===== src/verilog/osw_map.svh =====
// Address map, field positions, codes and counts of the oscillator switch block.
// Assumes it is included by bare name from the design files.
`ifndef OSW_MAP_SVH
`define OSW_MAP_SVH
`define OSW_ADR_CTRL     8'h00
`define OSW_F_CUR        14:12
`define OSW_F_NEXT       10:8
`define OSW_B_FREEZE     7
`define OSW_B_SETTLED    5
`define OSW_B_FAIL       3
`define OSW_B_DRV        2
`define OSW_B_AUXEN      1
`define OSW_B_REQ        0
`define OSW_SEL_LOW      0
`define OSW_SEL_HIGH     1
`define OSW_SRC_FAST     3'h0
`define OSW_SRC_FAST_PLL 3'h1
`define OSW_SRC_MAIN     3'h2
`define OSW_SRC_MAIN_PLL 3'h3
`define OSW_SRC_AUX      3'h4
`define OSW_SRC_LOWRC    3'h5
`define OSW_SRC_FAST_DIV 3'h7
`define OSW_SETTLE_EDGES 4'hA
`define OSW_INIT_CYC     2'h3
`define OSW_RST_SRC      3'h0
`endif


===== src/verilog/osw_pkg.sv =====
// Types shared by the oscillator switch block.
// Assumes the map header is compiled alongside.
package osw_pkg;
    typedef enum logic [2:0] {
        OSW_IDLE   = 3'h0,
        OSW_START  = 3'h1,
        OSW_READY  = 3'h2,
        OSW_SETTLE = 3'h3,
        OSW_DONE   = 3'h4
    } osw_state_t;
endpackage


===== src/verilog/osw_ctrl.sv =====
// Oscillator control register and clock-switch sequencer, Wishbone classic slave.
// Assumes fuse, oscillator status and new-clock inputs are asynchronous and slow.
// Notes on behaviour
// RULE1: Monitor enabled and freeze set: no source change, switch request refused.
// RULE2: Monitor disabled: selections never frozen, switching always possible. The code holds request at zero then and never switches.
// RULE3: Settled flag is one when PLL locked or its timer done, else zero.
// RULE4: Settled flag forced zero during valid switch and in non-PLL modes.
// RULE5: Clock-fail flag set on monitor-detected failure, zero while none seen.
// RULE6: Drive bit one selects high power; zero defers to source fuse. The code selects low power then, whatever the fuse.
// RULE7: With digital clock input selected, drive bit has no effect.
// RULE8: Aux enable bit turns the secondary oscillator on and off.
// RULE9: Writing one to request starts switch to next source; reads zero when done.
// RULE10: Source fields load from the initial-source fuses after reset.
// RULE11: Switching among main, aux, fast RC and low-power RC at any time.
// RULE12: Main submode fixed by fuses; switching never changes it.
// RULE13: Bits six and four always read zero.
// RULE14: Request with next equal current clears request and aborts.
// RULE15: After new source ready, wait ten new-clock cycles before switching.
// RULE16: On success clear request, copy next to current, stop old source.
// RULE17: Switch-monitor fuse unprogrammed disables switching, request held zero.
// RULE18: Clock-fail flag sticky until software clears it; offered as event. The code also clears it when a switch starts.
//
// The placing of the registers and register access over Wishbone were left to the implementer.
`timescale 1ns/10ps
`include "osw_map.svh"
module osw_ctrl (
    input  wire logic              clk,
    input  wire logic              reset,
    input  wire logic              wb_cyc_i,
    input  wire logic              wb_stb_i,
    input  wire logic              wb_we_i,
    input  wire logic [7:0]        wb_adr_i,
    input  wire logic [3:0]        wb_sel_i,
    input  wire logic [31:0]       wb_dat_i,
    output logic      [31:0]       wb_dat_o,
    output logic                   wb_ack_o,
    input  wire logic [2:0]        initial_source_fuse,
    input  wire logic              switch_monitor_fuse,
    input  wire logic              aux_osc_source_fuse,
    input  wire logic [1:0]        main_osc_submode_fuse,
    input  wire logic              pll_lock,
    input  wire logic              startup_timer_done,
    input  wire logic              clock_failure,
    input  wire logic              lowrc_keep,
    input  wire logic              new_clk,
    output logic [2:0]             clock_select,
    output logic                   main_osc_en,
    output logic                   aux_osc_en,
    output logic                   fast_rc_osc_en,
    output logic                   low_power_rc_osc_en,
    output logic                   pll_en,
    output logic                   aux_osc_high_power,
    output logic [1:0]             main_osc_submode,
    output logic                   clock_fail_event,
    output osw_pkg::osw_state_t    switch_state
);
    import osw_pkg::*;

    logic [9:0]  meta_q;
    logic [9:0]  sync_q;
    logic        new_clk_q;
    logic [2:0]  fuse_src;
    logic        fuse_swm;
    logic        fuse_auxsrc;
    logic [1:0]  fuse_sub;
    logic        lock_s;
    logic        timer_s;
    logic        fail_s;
    logic        keep_s;
    logic        new_clk_s;
    logic        new_edge;
    logic [1:0]  init_cnt_q;
    logic        init_done;
    logic [2:0]  cur_q;
    logic [2:0]  next_q;
    logic        freeze_q;
    logic        settled_q;
    logic        fail_q;
    logic        drv_q;
    logic        auxen_q;
    logic        req_q;
    logic [3:0]  edges_q;
    osw_state_t  state_q;
    osw_state_t  state_d;
    logic        monitor_on;
    logic        frozen;
    logic        wr_hit;
    logic        wr_low;
    logic        wr_high;
    logic        busy;
    logic        pll_mode;
    logic [15:0] ctrl_rd;
    logic        settled_d;
    logic [3:0]  need_cur;
    logic [3:0]  need_new;
    logic [3:0]  osc_on_d;

    // One-hot of oscillators a source needs: {lowrc, fast, aux, main}
    function automatic logic [3:0] src_need(input logic [2:0] s);
        logic [3:0] n;
        n = 4'h0;
        if (s == `OSW_SRC_MAIN || s == `OSW_SRC_MAIN_PLL) begin
            n = 4'h1;
        end else if (s == `OSW_SRC_AUX) begin
            n = 4'h2;
        end else if (s == `OSW_SRC_LOWRC) begin
            n = 4'h8;
        end else begin
            n = 4'h4;
        end
        return n;
    endfunction

    function automatic logic src_pll(input logic [2:0] s);
        return (s == `OSW_SRC_FAST_PLL) || (s == `OSW_SRC_MAIN_PLL);
    endfunction

    // Two-stage synchronisers for every asynchronous input
    always_ff @(posedge clk or posedge reset) begin
        if (reset) begin
            meta_q <= 10'h000;
            sync_q <= 10'h000;
        end else begin
            meta_q <= {new_clk, lowrc_keep, clock_failure, startup_timer_done, pll_lock,
                       main_osc_submode_fuse, aux_osc_source_fuse, switch_monitor_fuse,
                       initial_source_fuse[0]};
            sync_q <= meta_q;
        end
    end

    // Fuse source bits 2:1 have their own pair; the ten-bit vector above carries only bit 0
    logic [1:0] fsrc_meta_q;
    logic [1:0] fsrc_sync_q;
    always_ff @(posedge clk or posedge reset) begin
        if (reset) begin
            fsrc_meta_q <= 2'h0;
            fsrc_sync_q <= 2'h0;
        end else begin
            fsrc_meta_q <= initial_source_fuse[2:1];
            fsrc_sync_q <= fsrc_meta_q;
        end
    end

    assign fuse_src    = {fsrc_sync_q, sync_q[0]};
    assign fuse_swm    = sync_q[1];
    assign fuse_auxsrc = sync_q[2];
    assign fuse_sub    = sync_q[4:3];
    assign lock_s      = sync_q[5];
    assign timer_s     = sync_q[6];
    assign fail_s      = sync_q[7];
    assign keep_s      = sync_q[8];
    assign new_clk_s   = sync_q[9];

    // Edge of the new source clock, taken after the synchroniser only
    always_ff @(posedge clk or posedge reset) begin
        if (reset) begin
            new_clk_q <= 1'b0;
        end else begin
            new_clk_q <= new_clk_s;
        end
    end
    assign new_edge = new_clk_s & ~new_clk_q;

    // Fuses are caught once the synchronisers have filled after release
    always_ff @(posedge clk or posedge reset) begin
        if (reset) begin
            init_cnt_q <= 2'h0;
        end else if (init_cnt_q != `OSW_INIT_CYC) begin
            init_cnt_q <= init_cnt_q + 2'h1;
        end
    end
    assign init_done = (init_cnt_q == `OSW_INIT_CYC);

    // Monitor is on when the fuse is programmed low; freeze only bites then
    assign monitor_on = ~fuse_swm & init_done;
    assign frozen     = monitor_on & freeze_q;                        // [RULE1] [RULE2]
    assign busy       = (state_q != OSW_IDLE);
    assign pll_mode   = src_pll(cur_q);
    assign wr_hit     = wb_cyc_i & wb_stb_i & wb_we_i & ~wb_ack_o & (wb_adr_i == `OSW_ADR_CTRL);
    assign wr_low     = wr_hit & wb_sel_i[`OSW_SEL_LOW];
    assign wr_high    = wr_hit & wb_sel_i[`OSW_SEL_HIGH];

    // Readback; unused bit positions are constant zero
    always_comb begin
        ctrl_rd = 16'h0000;                                           // [RULE13]
        ctrl_rd[`OSW_F_CUR]     = cur_q;
        ctrl_rd[`OSW_F_NEXT]    = next_q;
        ctrl_rd[`OSW_B_FREEZE]  = freeze_q;
        ctrl_rd[`OSW_B_SETTLED] = settled_q;
        ctrl_rd[`OSW_B_FAIL]    = fail_q;
        ctrl_rd[`OSW_B_DRV]     = drv_q;
        ctrl_rd[`OSW_B_AUXEN]   = auxen_q;
        ctrl_rd[`OSW_B_REQ]     = req_q;
    end

    // Wishbone answer one cycle after the strobe; unmapped reads return zero
    always_ff @(posedge clk or posedge reset) begin
        if (reset) begin
            wb_ack_o <= 1'b0;
            wb_dat_o <= 32'h00000000;
        end else begin
            wb_ack_o <= wb_cyc_i & wb_stb_i & ~wb_ack_o;
            if (wb_adr_i == `OSW_ADR_CTRL) begin
                wb_dat_o <= {16'h0000, ctrl_rd};
            end else begin
                wb_dat_o <= 32'h00000000;
            end
        end
    end

    // Low-byte control bits written by software
    always_ff @(posedge clk or posedge reset) begin
        if (reset) begin
            freeze_q <= 1'b0;
            drv_q    <= 1'b0;
            auxen_q  <= 1'b0;
        end else if (wr_low) begin
            freeze_q <= wb_dat_i[`OSW_B_FREEZE];
            drv_q    <= wb_dat_i[`OSW_B_DRV];
            auxen_q  <= wb_dat_i[`OSW_B_AUXEN];
        end
    end

    // Source fields: fuse copy at start-up, next editable only when idle and unfrozen
    always_ff @(posedge clk or posedge reset) begin
        if (reset) begin
            cur_q  <= `OSW_RST_SRC;
            next_q <= `OSW_RST_SRC;
        end else if (!init_done || fuse_swm) begin
            cur_q  <= fuse_src;                                       // [RULE10] [RULE17]
            next_q <= fuse_src;
        end else if (state_q == OSW_DONE) begin
            cur_q <= next_q;                                          // [RULE16]
        end else if (wr_high && !busy && !frozen) begin
            next_q <= wb_dat_i[`OSW_F_NEXT];                          // [RULE11]
        end
    end

    // Switch request: set by software, cleared by hardware on abort or success
    always_ff @(posedge clk or posedge reset) begin
        if (reset) begin
            req_q <= 1'b0;
        end else if (!monitor_on) begin
            req_q <= 1'b0;                                            // [RULE17]
        end else if (state_q == OSW_DONE) begin
            req_q <= 1'b0;                                            // [RULE9] [RULE16]
        end else if (state_q == OSW_IDLE && req_q && next_q == cur_q) begin
            req_q <= 1'b0;                                            // [RULE14]
        end else if (wr_low && wb_dat_i[`OSW_B_REQ] && !frozen) begin
            req_q <= 1'b1;                                            // [RULE9] [RULE1]
        end
    end

    // Sequencer: start, wait for the new source, count its edges, switch
    always_comb begin
        state_d = state_q;
        case (state_q)
            OSW_IDLE: begin
                if (req_q && next_q != cur_q && monitor_on) begin
                    state_d = OSW_START;
                end
            end
            OSW_START: begin
                state_d = OSW_READY;
            end
            OSW_READY: begin
                if (timer_s && (!src_pll(next_q) || lock_s)) begin
                    state_d = OSW_SETTLE;
                end
            end
            OSW_SETTLE: begin
                if (new_edge && edges_q == `OSW_SETTLE_EDGES - 4'h1) begin
                    state_d = OSW_DONE;                               // [RULE15]
                end
            end
            OSW_DONE: begin
                state_d = OSW_IDLE;
            end
            default: begin
                state_d = OSW_IDLE;
            end
        endcase
        // A fuse that disables switching also abandons a switch in progress
        if (!monitor_on) begin
            state_d = OSW_IDLE;                                       // [RULE17]
        end
    end

    always_ff @(posedge clk or posedge reset) begin
        if (reset) begin
            state_q <= OSW_IDLE;
        end else begin
            state_q <= state_d;
        end
    end

    // New-clock edge counter, live only while settling
    always_ff @(posedge clk or posedge reset) begin
        if (reset) begin
            edges_q <= 4'h0;
        end else if (state_q != OSW_SETTLE) begin
            edges_q <= 4'h0;
        end else if (new_edge) begin
            edges_q <= edges_q + 4'h1;                                // [RULE15]
        end
    end

    // Settled flag follows lock or timer, held low while switching or without PLL
    assign settled_d = pll_mode && !busy && (lock_s || timer_s);      // [RULE3] [RULE4]
    always_ff @(posedge clk or posedge reset) begin
        if (reset) begin
            settled_q <= 1'b0;
        end else begin
            settled_q <= settled_d;
        end
    end

    // Sticky fail flag; a new failure beats a software clear in the same cycle
    always_ff @(posedge clk or posedge reset) begin
        if (reset) begin
            fail_q           <= 1'b0;
            clock_fail_event <= 1'b0;
        end else begin
            clock_fail_event <= monitor_on & fail_s & ~fail_q;       // [RULE18]
            if (monitor_on && fail_s) begin
                fail_q <= 1'b1;                                       // [RULE5]
            end else if (state_q == OSW_START) begin
                fail_q <= 1'b0;
            end else if (wr_low && !wb_dat_i[`OSW_B_FAIL]) begin
                fail_q <= 1'b0;                                       // [RULE18]
            end
        end
    end

    // Oscillator enables: current source, incoming source while busy, and keeps
    assign need_cur = src_need(cur_q);
    assign need_new = busy ? src_need(next_q) : 4'h0;
    assign osc_on_d = need_cur | need_new | {keep_s, 1'b0, auxen_q, 1'b0};  // [RULE8] [RULE16]
    always_ff @(posedge clk or posedge reset) begin
        if (reset) begin
            main_osc_en         <= 1'b0;
            aux_osc_en          <= 1'b0;
            fast_rc_osc_en      <= 1'b0;
            low_power_rc_osc_en <= 1'b0;
            pll_en              <= 1'b0;
            aux_osc_high_power  <= 1'b0;
            clock_select        <= `OSW_RST_SRC;
            main_osc_submode    <= 2'h0;
            switch_state        <= OSW_IDLE;
        end else begin
            main_osc_en         <= osc_on_d[0];
            aux_osc_en          <= osc_on_d[1];
            fast_rc_osc_en      <= osc_on_d[2];
            low_power_rc_osc_en <= osc_on_d[3];
            pll_en              <= pll_mode | (busy & src_pll(next_q));
            // Digital clock input ignores drive strength entirely
            aux_osc_high_power  <= fuse_auxsrc & drv_q;               // [RULE6] [RULE7]
            clock_select        <= cur_q;
            main_osc_submode    <= fuse_sub;                          // [RULE12]
            switch_state        <= state_q;
        end
    end

    // Checks
    a_freeze_blocks_req: assert property (@(posedge clk) disable iff (reset) // [RULE1]
        (state_q == OSW_IDLE && frozen && !req_q) |=> !req_q)
        else $error("request set while frozen");
    a_unfrozen_req_set: assert property (@(posedge clk) disable iff (reset) // [RULE2]
        (!fuse_swm && !freeze_q && init_done && wr_low && wb_dat_i[`OSW_B_REQ]
         && state_q == OSW_IDLE) |=> req_q)
        else $error("request not taken when unfrozen");
    a_settled_zero_busy: assert property (@(posedge clk) disable iff (reset) // [RULE4]
        busy |=> !settled_q)
        else $error("settled flag high during switch");
    a_settled_follows: assert property (@(posedge clk) disable iff (reset) // [RULE3]
        (pll_mode && !busy && lock_s) |=> settled_q)
        else $error("settled flag missing with lock");
    a_fail_sets: assert property (@(posedge clk) disable iff (reset) // [RULE5]
        (monitor_on && fail_s) |=> fail_q && (clock_fail_event || $past(fail_q)))
        else $error("fail flag not set");
    a_drive_ignored: assert property (@(posedge clk) disable iff (reset) // [RULE7]
        !fuse_auxsrc |=> !aux_osc_high_power)
        else $error("drive bit acted on digital input");
    a_aux_enable: assert property (@(posedge clk) disable iff (reset) // [RULE8]
        auxen_q |=> aux_osc_en)
        else $error("aux oscillator off while enabled");
    a_redundant_abort: assert property (@(posedge clk) disable iff (reset) // [RULE14]
        (state_q == OSW_IDLE && req_q && next_q == cur_q) |=> !req_q && state_q == OSW_IDLE)
        else $error("redundant switch not aborted");
    a_ten_edges: assert property (@(posedge clk) disable iff (reset) // [RULE15]
        (state_q == OSW_SETTLE && state_d == OSW_DONE) |-> edges_q == `OSW_SETTLE_EDGES - 4'h1)
        else $error("switch before ten new-clock edges");
    a_switch_commit: assert property (@(posedge clk) disable iff (reset) // [RULE16]
        (state_q == OSW_DONE) |=> cur_q == $past(next_q) && !req_q)
        else $error("switch did not commit");
    a_fuse_holds_req: assert property (@(posedge clk) disable iff (reset) // [RULE17]
        fuse_swm |=> !req_q && state_q == OSW_IDLE)
        else $error("request live with switching disabled");
endmodule


===== config.mk =====
export PLATFORM = sky130hd
export DESIGN_NAME = osw_ctrl
export DESIGN_NICKNAME = d
export VERILOG_FILES = /design/src/verilog/osw_pkg.sv /design/src/verilog/osw_ctrl.sv
export VERILOG_INCLUDE_DIRS = /design/src /design/src/verilog
export SDC_FILE = /design/constraint.sdc
export NUM_CORES = 1
export LEC_CHECK = 0
export BUFFER_PORTS_ARGS = -buffer_cell sky130_fd_sc_hd__buf_2
export CELL_PAD_IN_SITES_DETAIL_PLACEMENT = 0
export CELL_PAD_IN_SITES_GLOBAL_PLACEMENT = 1
export CORE_MARGIN = 2
export CORE_UTILIZATION = 37
export DETAILED_ROUTE_END_ITERATION = 12
export HOLD_SLACK_MARGIN = 0.1
export PLACE_DENSITY_LB_ADDON = 0.1
export SYNTH_ARGS = -nofsm -noshare
export SYNTH_HDL_FRONTEND = slang
export SYNTH_SLANG_ARGS = --single-unit

===== constraint.sdc =====
create_clock -name clk -period 2.8 [get_ports clk]
set_input_delay 0.14 -clock clk [delete_from_list [all_inputs] [get_ports clk]]
set_output_delay 0.14 -clock clk [all_outputs]
set_load 0.02 [all_outputs]

* Word level (Yosys, flattened, before mapping)
Index checks and enable logic that the tools add are counted.
** Word-level totals
- Word-level logic and storage cells :: 138
- Bits of input ports :: 61
- Output and inout port bits :: 48
- Flip-flop bits (word level) :: 94
** Operators by class
- Eq/ne operators :: 25
- Mux-type cells :: 27
- Add/sub/neg operators :: 2
- Reductions and logical operators :: 35
- Bitwise operators :: 21
** Operators with widths (number)
- two-way mux 4 bit :: 9
- two-way mux 3 bit :: 9
- equality test 3 x 2 -> 1 bit, second input constant :: 6
- equality test 3 bit, second input constant :: 5
- two-way mux 15 bit :: 1
- bitwise AND 1 bit :: 14
- logical AND 1 bit :: 14
- case mux 3 bit (4 select lines) :: 1
- equality test 3 x 1 -> 1 bit, second input constant :: 3
- logical NOT 8 bit :: 1
- OR 4 bit :: 2
- logical OR 1 bit :: 7
- two-way mux 1 bit :: 7
- != test 3 x 2 -> 1 bit, second input constant :: 2
- != test 3 bit, second input constant :: 2
- nonzero test 2 bit :: 3
- nonzero test 3 bit :: 2
- logical NOT 1 bit :: 5
- adder 4 x 1 -> 4 bit, second input constant :: 1
- equality test 4 bit, second input constant :: 1
- != test 2 bit, second input constant :: 2
- != test 4 x 1 -> 1 bit, second input constant :: 1
- inverter 1 bit :: 4
- equality test 3 bit :: 1
- other kinds (7) :: 7

* Depth between registers and ports, before layout
- Depth after elaboration :: 11
- Mapped depth :: 6
- Depth with buffers taken out :: 6

* Worst setup path after synthesis
Ideal clock, no wire load.
- Path type :: register to register
- Start :: register wb_ack_o
- End :: register req_q
- Clock period less this slack :: 1.731 ns
- Stages on the path, launching flop included :: 5
- Path slack :: 1.069 ns
- Data required time :: 2.713 ns
- Arrival :: 1.644 ns
- Buffers on the path :: 0
- Library setup time :: 0.087 ns
- Cells stage by stage :: dfrtp_1 > and4b_1 > nand4_4 > or4b_4 > a211oi_2
** Between the ends
- Longest elaborated chain between the ends :: 7
** RTL lines
- start, declared :: line osw_ctrl.sv:36 : output logic wb_ack_o,
- start signal, assigned :: line osw_ctrl.sv:202 : wb_ack_o <= wb_cyc_i & wb_stb_i & ~wb_ack_o;
- inverter 1 bit :: line osw_ctrl.sv:179 : assign wr_hit = wb_cyc_i & wb_stb_i & wb_we_i & ~wb_ack_o & (wb_adr_i == `OSW_ADR_CTRL);
- bitwise AND 1 bit (2 in series) :: line osw_ctrl.sv:179
- bitwise AND 1 bit :: line osw_ctrl.sv:180 : assign wr_low = wr_hit & wb_sel_i[`OSW_SEL_LOW];
- logical AND 1 bit (2 in series) :: line osw_ctrl.sv:249 : end else if (wr_low && wb_dat_i[`OSW_B_REQ] && !frozen) begin
- != test 4 x 1 -> 1 bit (no source line)
- end signal, assigned :: line osw_ctrl.sv:246 : req_q <= 1'b0;
- end signal, assigned :: line osw_ctrl.sv:248 : req_q <= 1'b0;
- end signal, assigned :: line osw_ctrl.sv:250 : req_q <= 1'b1;
- end, declared :: line osw_ctrl.sv:81 : logic req_q;
No other way between the ends.
A chain may end at the register's enable or synchronous reset.

* Final worst setup path
- Start :: input wb_adr_i[3]
- End :: register req_q
** Between the ends
- Longest elaborated chain between the ends :: 6
** RTL lines
- start, declared :: line osw_ctrl.sv:32 : input wire logic [7:0] wb_adr_i,
- logical NOT 8 bit (no source line)
- bitwise AND 1 bit :: line osw_ctrl.sv:179
- bitwise AND 1 bit :: line osw_ctrl.sv:180
- logical AND 1 bit (2 in series) :: line osw_ctrl.sv:249
- != test 4 x 1 -> 1 bit (no source line)
No other way between the ends.

==> impl_metrics.toml <==
[worst_setup_path]
crit_chain = "dlygate4sd3_1 > buf_2 > nor4_4 > buf_4 > nand4_4 > or4b_4 > a211oi_2"
cp.required_ps = 3070
r2r_slack_ps = 920
cpPeakStageDelay_ps = 550
cp_slowest_cell = "or4b_4"
start_kind = "input port"
rr_startpoint = "state_q[0]"
cp.arrival_ps = 2180
criticalPathCategory = "in -> reg"
cp_max_fo = 12
cp-end-kind = "flip-flop"
r2r_end = "next_q[2]"
rr_worst_depth = 4

[placed_design]
port-buffer-count = 62
post_dp_cell_area_sq_um = 3190
post-place-cells = 373
hpwl_mm = 3.36
gp_congestion = 0.714

[power]
leakage_nw = 1.84
pwr-share-comb_pct = 14.0
p_sw_share_pct = 25.6
power.switching_mw = 0.681
power_density_nw_per_um2 = 722
seqPwrFrac_pct = 45.6
ir_worst_vdd_mv = 0.334
p_int_mw = 1.98
pwr-share-clk_pct = 40.4

[clock_network]
cts_tree = "yes"
clock_sinks = 74
clkTransAtPathRegs_ps = 70
clk_path_buf_depth = 2
cts_root_buf = "clkbuf_8"
ctsResizeCount = 0
worstSkewPairLatency_ps = 350
cts_setup_buffers = 0
htree_levels = 3
cts_made_buffers = 9

[timing]
worstMarginPinSlew_ps = 909
rsz0062_at_grt = "false"
setup_viol = 0
clock_skew_ps = 6.95
fmax_mhz = 524
hold_viol = 0
fin_crit_ps = 1910
period_share_pct = 68.2
finalMaxSlewViolations = 0
fin_tns_setup_ps = 0
slew_headroom_pct = 39.4

[logic_synthesis]
synth_seq_cells = 74
avgSynthCellArea_sq_um = 13.1
yosysMostFrequentCell = "dfrtp_1"
async_flop_share_pct = 100
yosysUniqueCellTypes = 41
synthFlopType = "dfrtp_1"
syn_area_sq_um = 2830
netlist.area_leader.share_pct = 65.5
ys_seq_area_share_pct = 65.5
synth.area.top_cells = "dfrtp_1, buf_4, mux2_2"
synth_area_leader_cell = "dfrtp_1"
synth_edf_count = 0
yosysWarnings = 0
syn_inst = 215
ys_top_cells_by_count = "dfrtp_1, buf_4, nand2_1"

[status]
status = "completed"

[grt]
grt_max_degree = 75
antenna_found_initial = 0
gr-total-overflow = 0
grt_pass1_vias = 1847
gr-usage-all-layers_pct = 14.0
grt_pass1_wl_mm = 8.97

[layout]
nets = 372
design_area_sq_um = 3680
area.growth.synth_to_final_pct = 30.4
antenna_cells = 0
instances_no_fill = 412
drive_above_1_share_pct = 31.3

[die]
initial_core_util_pct = 38.6
die_h_microns = 91.4
io_pins = 109
core_area_sq_um = 7330
dieWidth_microns = 91.4
fp-row-count = 31
dieArea_sq_um = 8350

[flow_run]
maxCapViolCount = 0

[min_path]
hp-start = "wb_adr_i[6]"
whs_path_depth = 3
hold_end = "wb_dat_o[12]"
min_path_type = "in -> reg"

[routing]
num_vias = 1795
detail_route.wl_per_cell_microns = 12.7
drt-initial-drc-count = 66
final_antenna_net_count = 0
dr.pass1.iters = 4
routed_wl_mm = 5.25
drc = 0
vias_per_cell = 4.36
==> worst max-delay path: cells and delay by family <==
family                 cells  cell delay (ps)
AND/OR/NAND/NOR            3              930
buffers and inverters      3              890
AO/OA/AOI/OAI              1              210
==> area by class of cell <==
class	instances	area, sq um
clock inverter	7	141
timing repair buffer	89	571
multi-input combinational	129	855
tap	99	124
fill	662	3650
sequential	74	1850
inverter	5	18.8
clock buffer	9	124
==> repair_timing <==
item / in CTS / in global routing
hold endpoints to repair: 44 / 0
hold buffers: 23 / 0
setup endpoints to repair: 0 / 0
==> how the worst max path moves through the flow <==
| stage | start | endpoint | depth (start not counted) |
|---|---|---|---|
| finish | wb_adr_i[3] | req_q | 7 |
| CTS | state_q[0] | next_q[2] | 4 |
| global placement | state_q[0] | next_q[0] | 4 |
| floorplan | reset | aux_osc_en | 1 |
| detailed placement | state_q[0] | next_q[2] | 4 |
| global route | state_q[0] | next_q[2] | 4 |
==> registers in the layout (all words and copies together) (netlist names), 2 cells and up <==
name,count
wb_dat_o,12
clock_select,3
next_q,3
meta_q,10
edges_q,4
state_q,3
sync_q,10
cur_q,3
fsrc_sync_q,2
switch_state,3
fsrc_meta_q,2
init_cnt_q,2
main_osc_submode,2
==> through the flow <==
| step | power [mW] | utilization (%) | hold slack (ps) | setup slack, ps |
|---|---|---|---|---|
| floorplan | 1.49 | - | 171 | 778 |
| global placement | 1.58 | 43.5 | 248 | 918 |
| detailed placement | 1.59 | 43.5 | 249 | 922 |
| CTS | 2.70 | 50.3 | 104 | 898 |
| global route | 2.80 | 50.3 | 122 | 821 |
| finish | 2.66 | 50.3 | 114 | 890 |
==> cell usage in the layout (no fill, tap or decap), types with 2 or more instances in the layout <==
cell type / n
ha_1: 3
mux2_2: 7
mux2i_1: 3
nand2b_1: 5
dfrtp_1: 74
nand4_1: 2
buf_2: 62
or3_1: 2
buf_4: 4
nor2_1: 12
nor2b_1: 4
nor3b_1: 3
nor3_1: 3
xor2_1: 3
nor4_4: 2
conb_1: 20
o21ai_0: 6
nand2_1: 15
a21oi_1: 2
bufinv_16: 4
a221o_1: 2
xnor2_1: 6
inv_1: 4
o22ai_1: 2
dlygate4sd3_1: 23
clkbuf_8: 9
and3_1: 10
==> power by group through the flow <==
stage               Sequential [mW]  Combinational, mW  Clock, mW
finish                         1.21              0.372       1.08
global route                   1.23              0.421       1.16
CTS                            1.22              0.375       1.11
detailed placement             1.24              0.351          0
global placement               1.24              0.349          0
floorplan                      1.24              0.245          0
==> cell families after synthesis <==
family          synth area share (%)
fa+ha+maj                       1.33
mux                             3.85
xor+xnor                        2.79
simple gates                    15.4
compound gates                  4.16
flops                           65.5
buf+inv                         6.77
other cells                    0.133
==> per-layer routing <==
metal | wire length [microns] | GRT usage [%] | share of wire (%)
met1 | 2470 | 18.5 | 47
met4 | 117 | 6.82 | 2.2
met2 | 2360 | 21.0 | 45
met3 | 298 | 4.32 | 5.7
met5 | 0 | 0 | 0
Note: power is estimated with default switching activity, not from simulation.
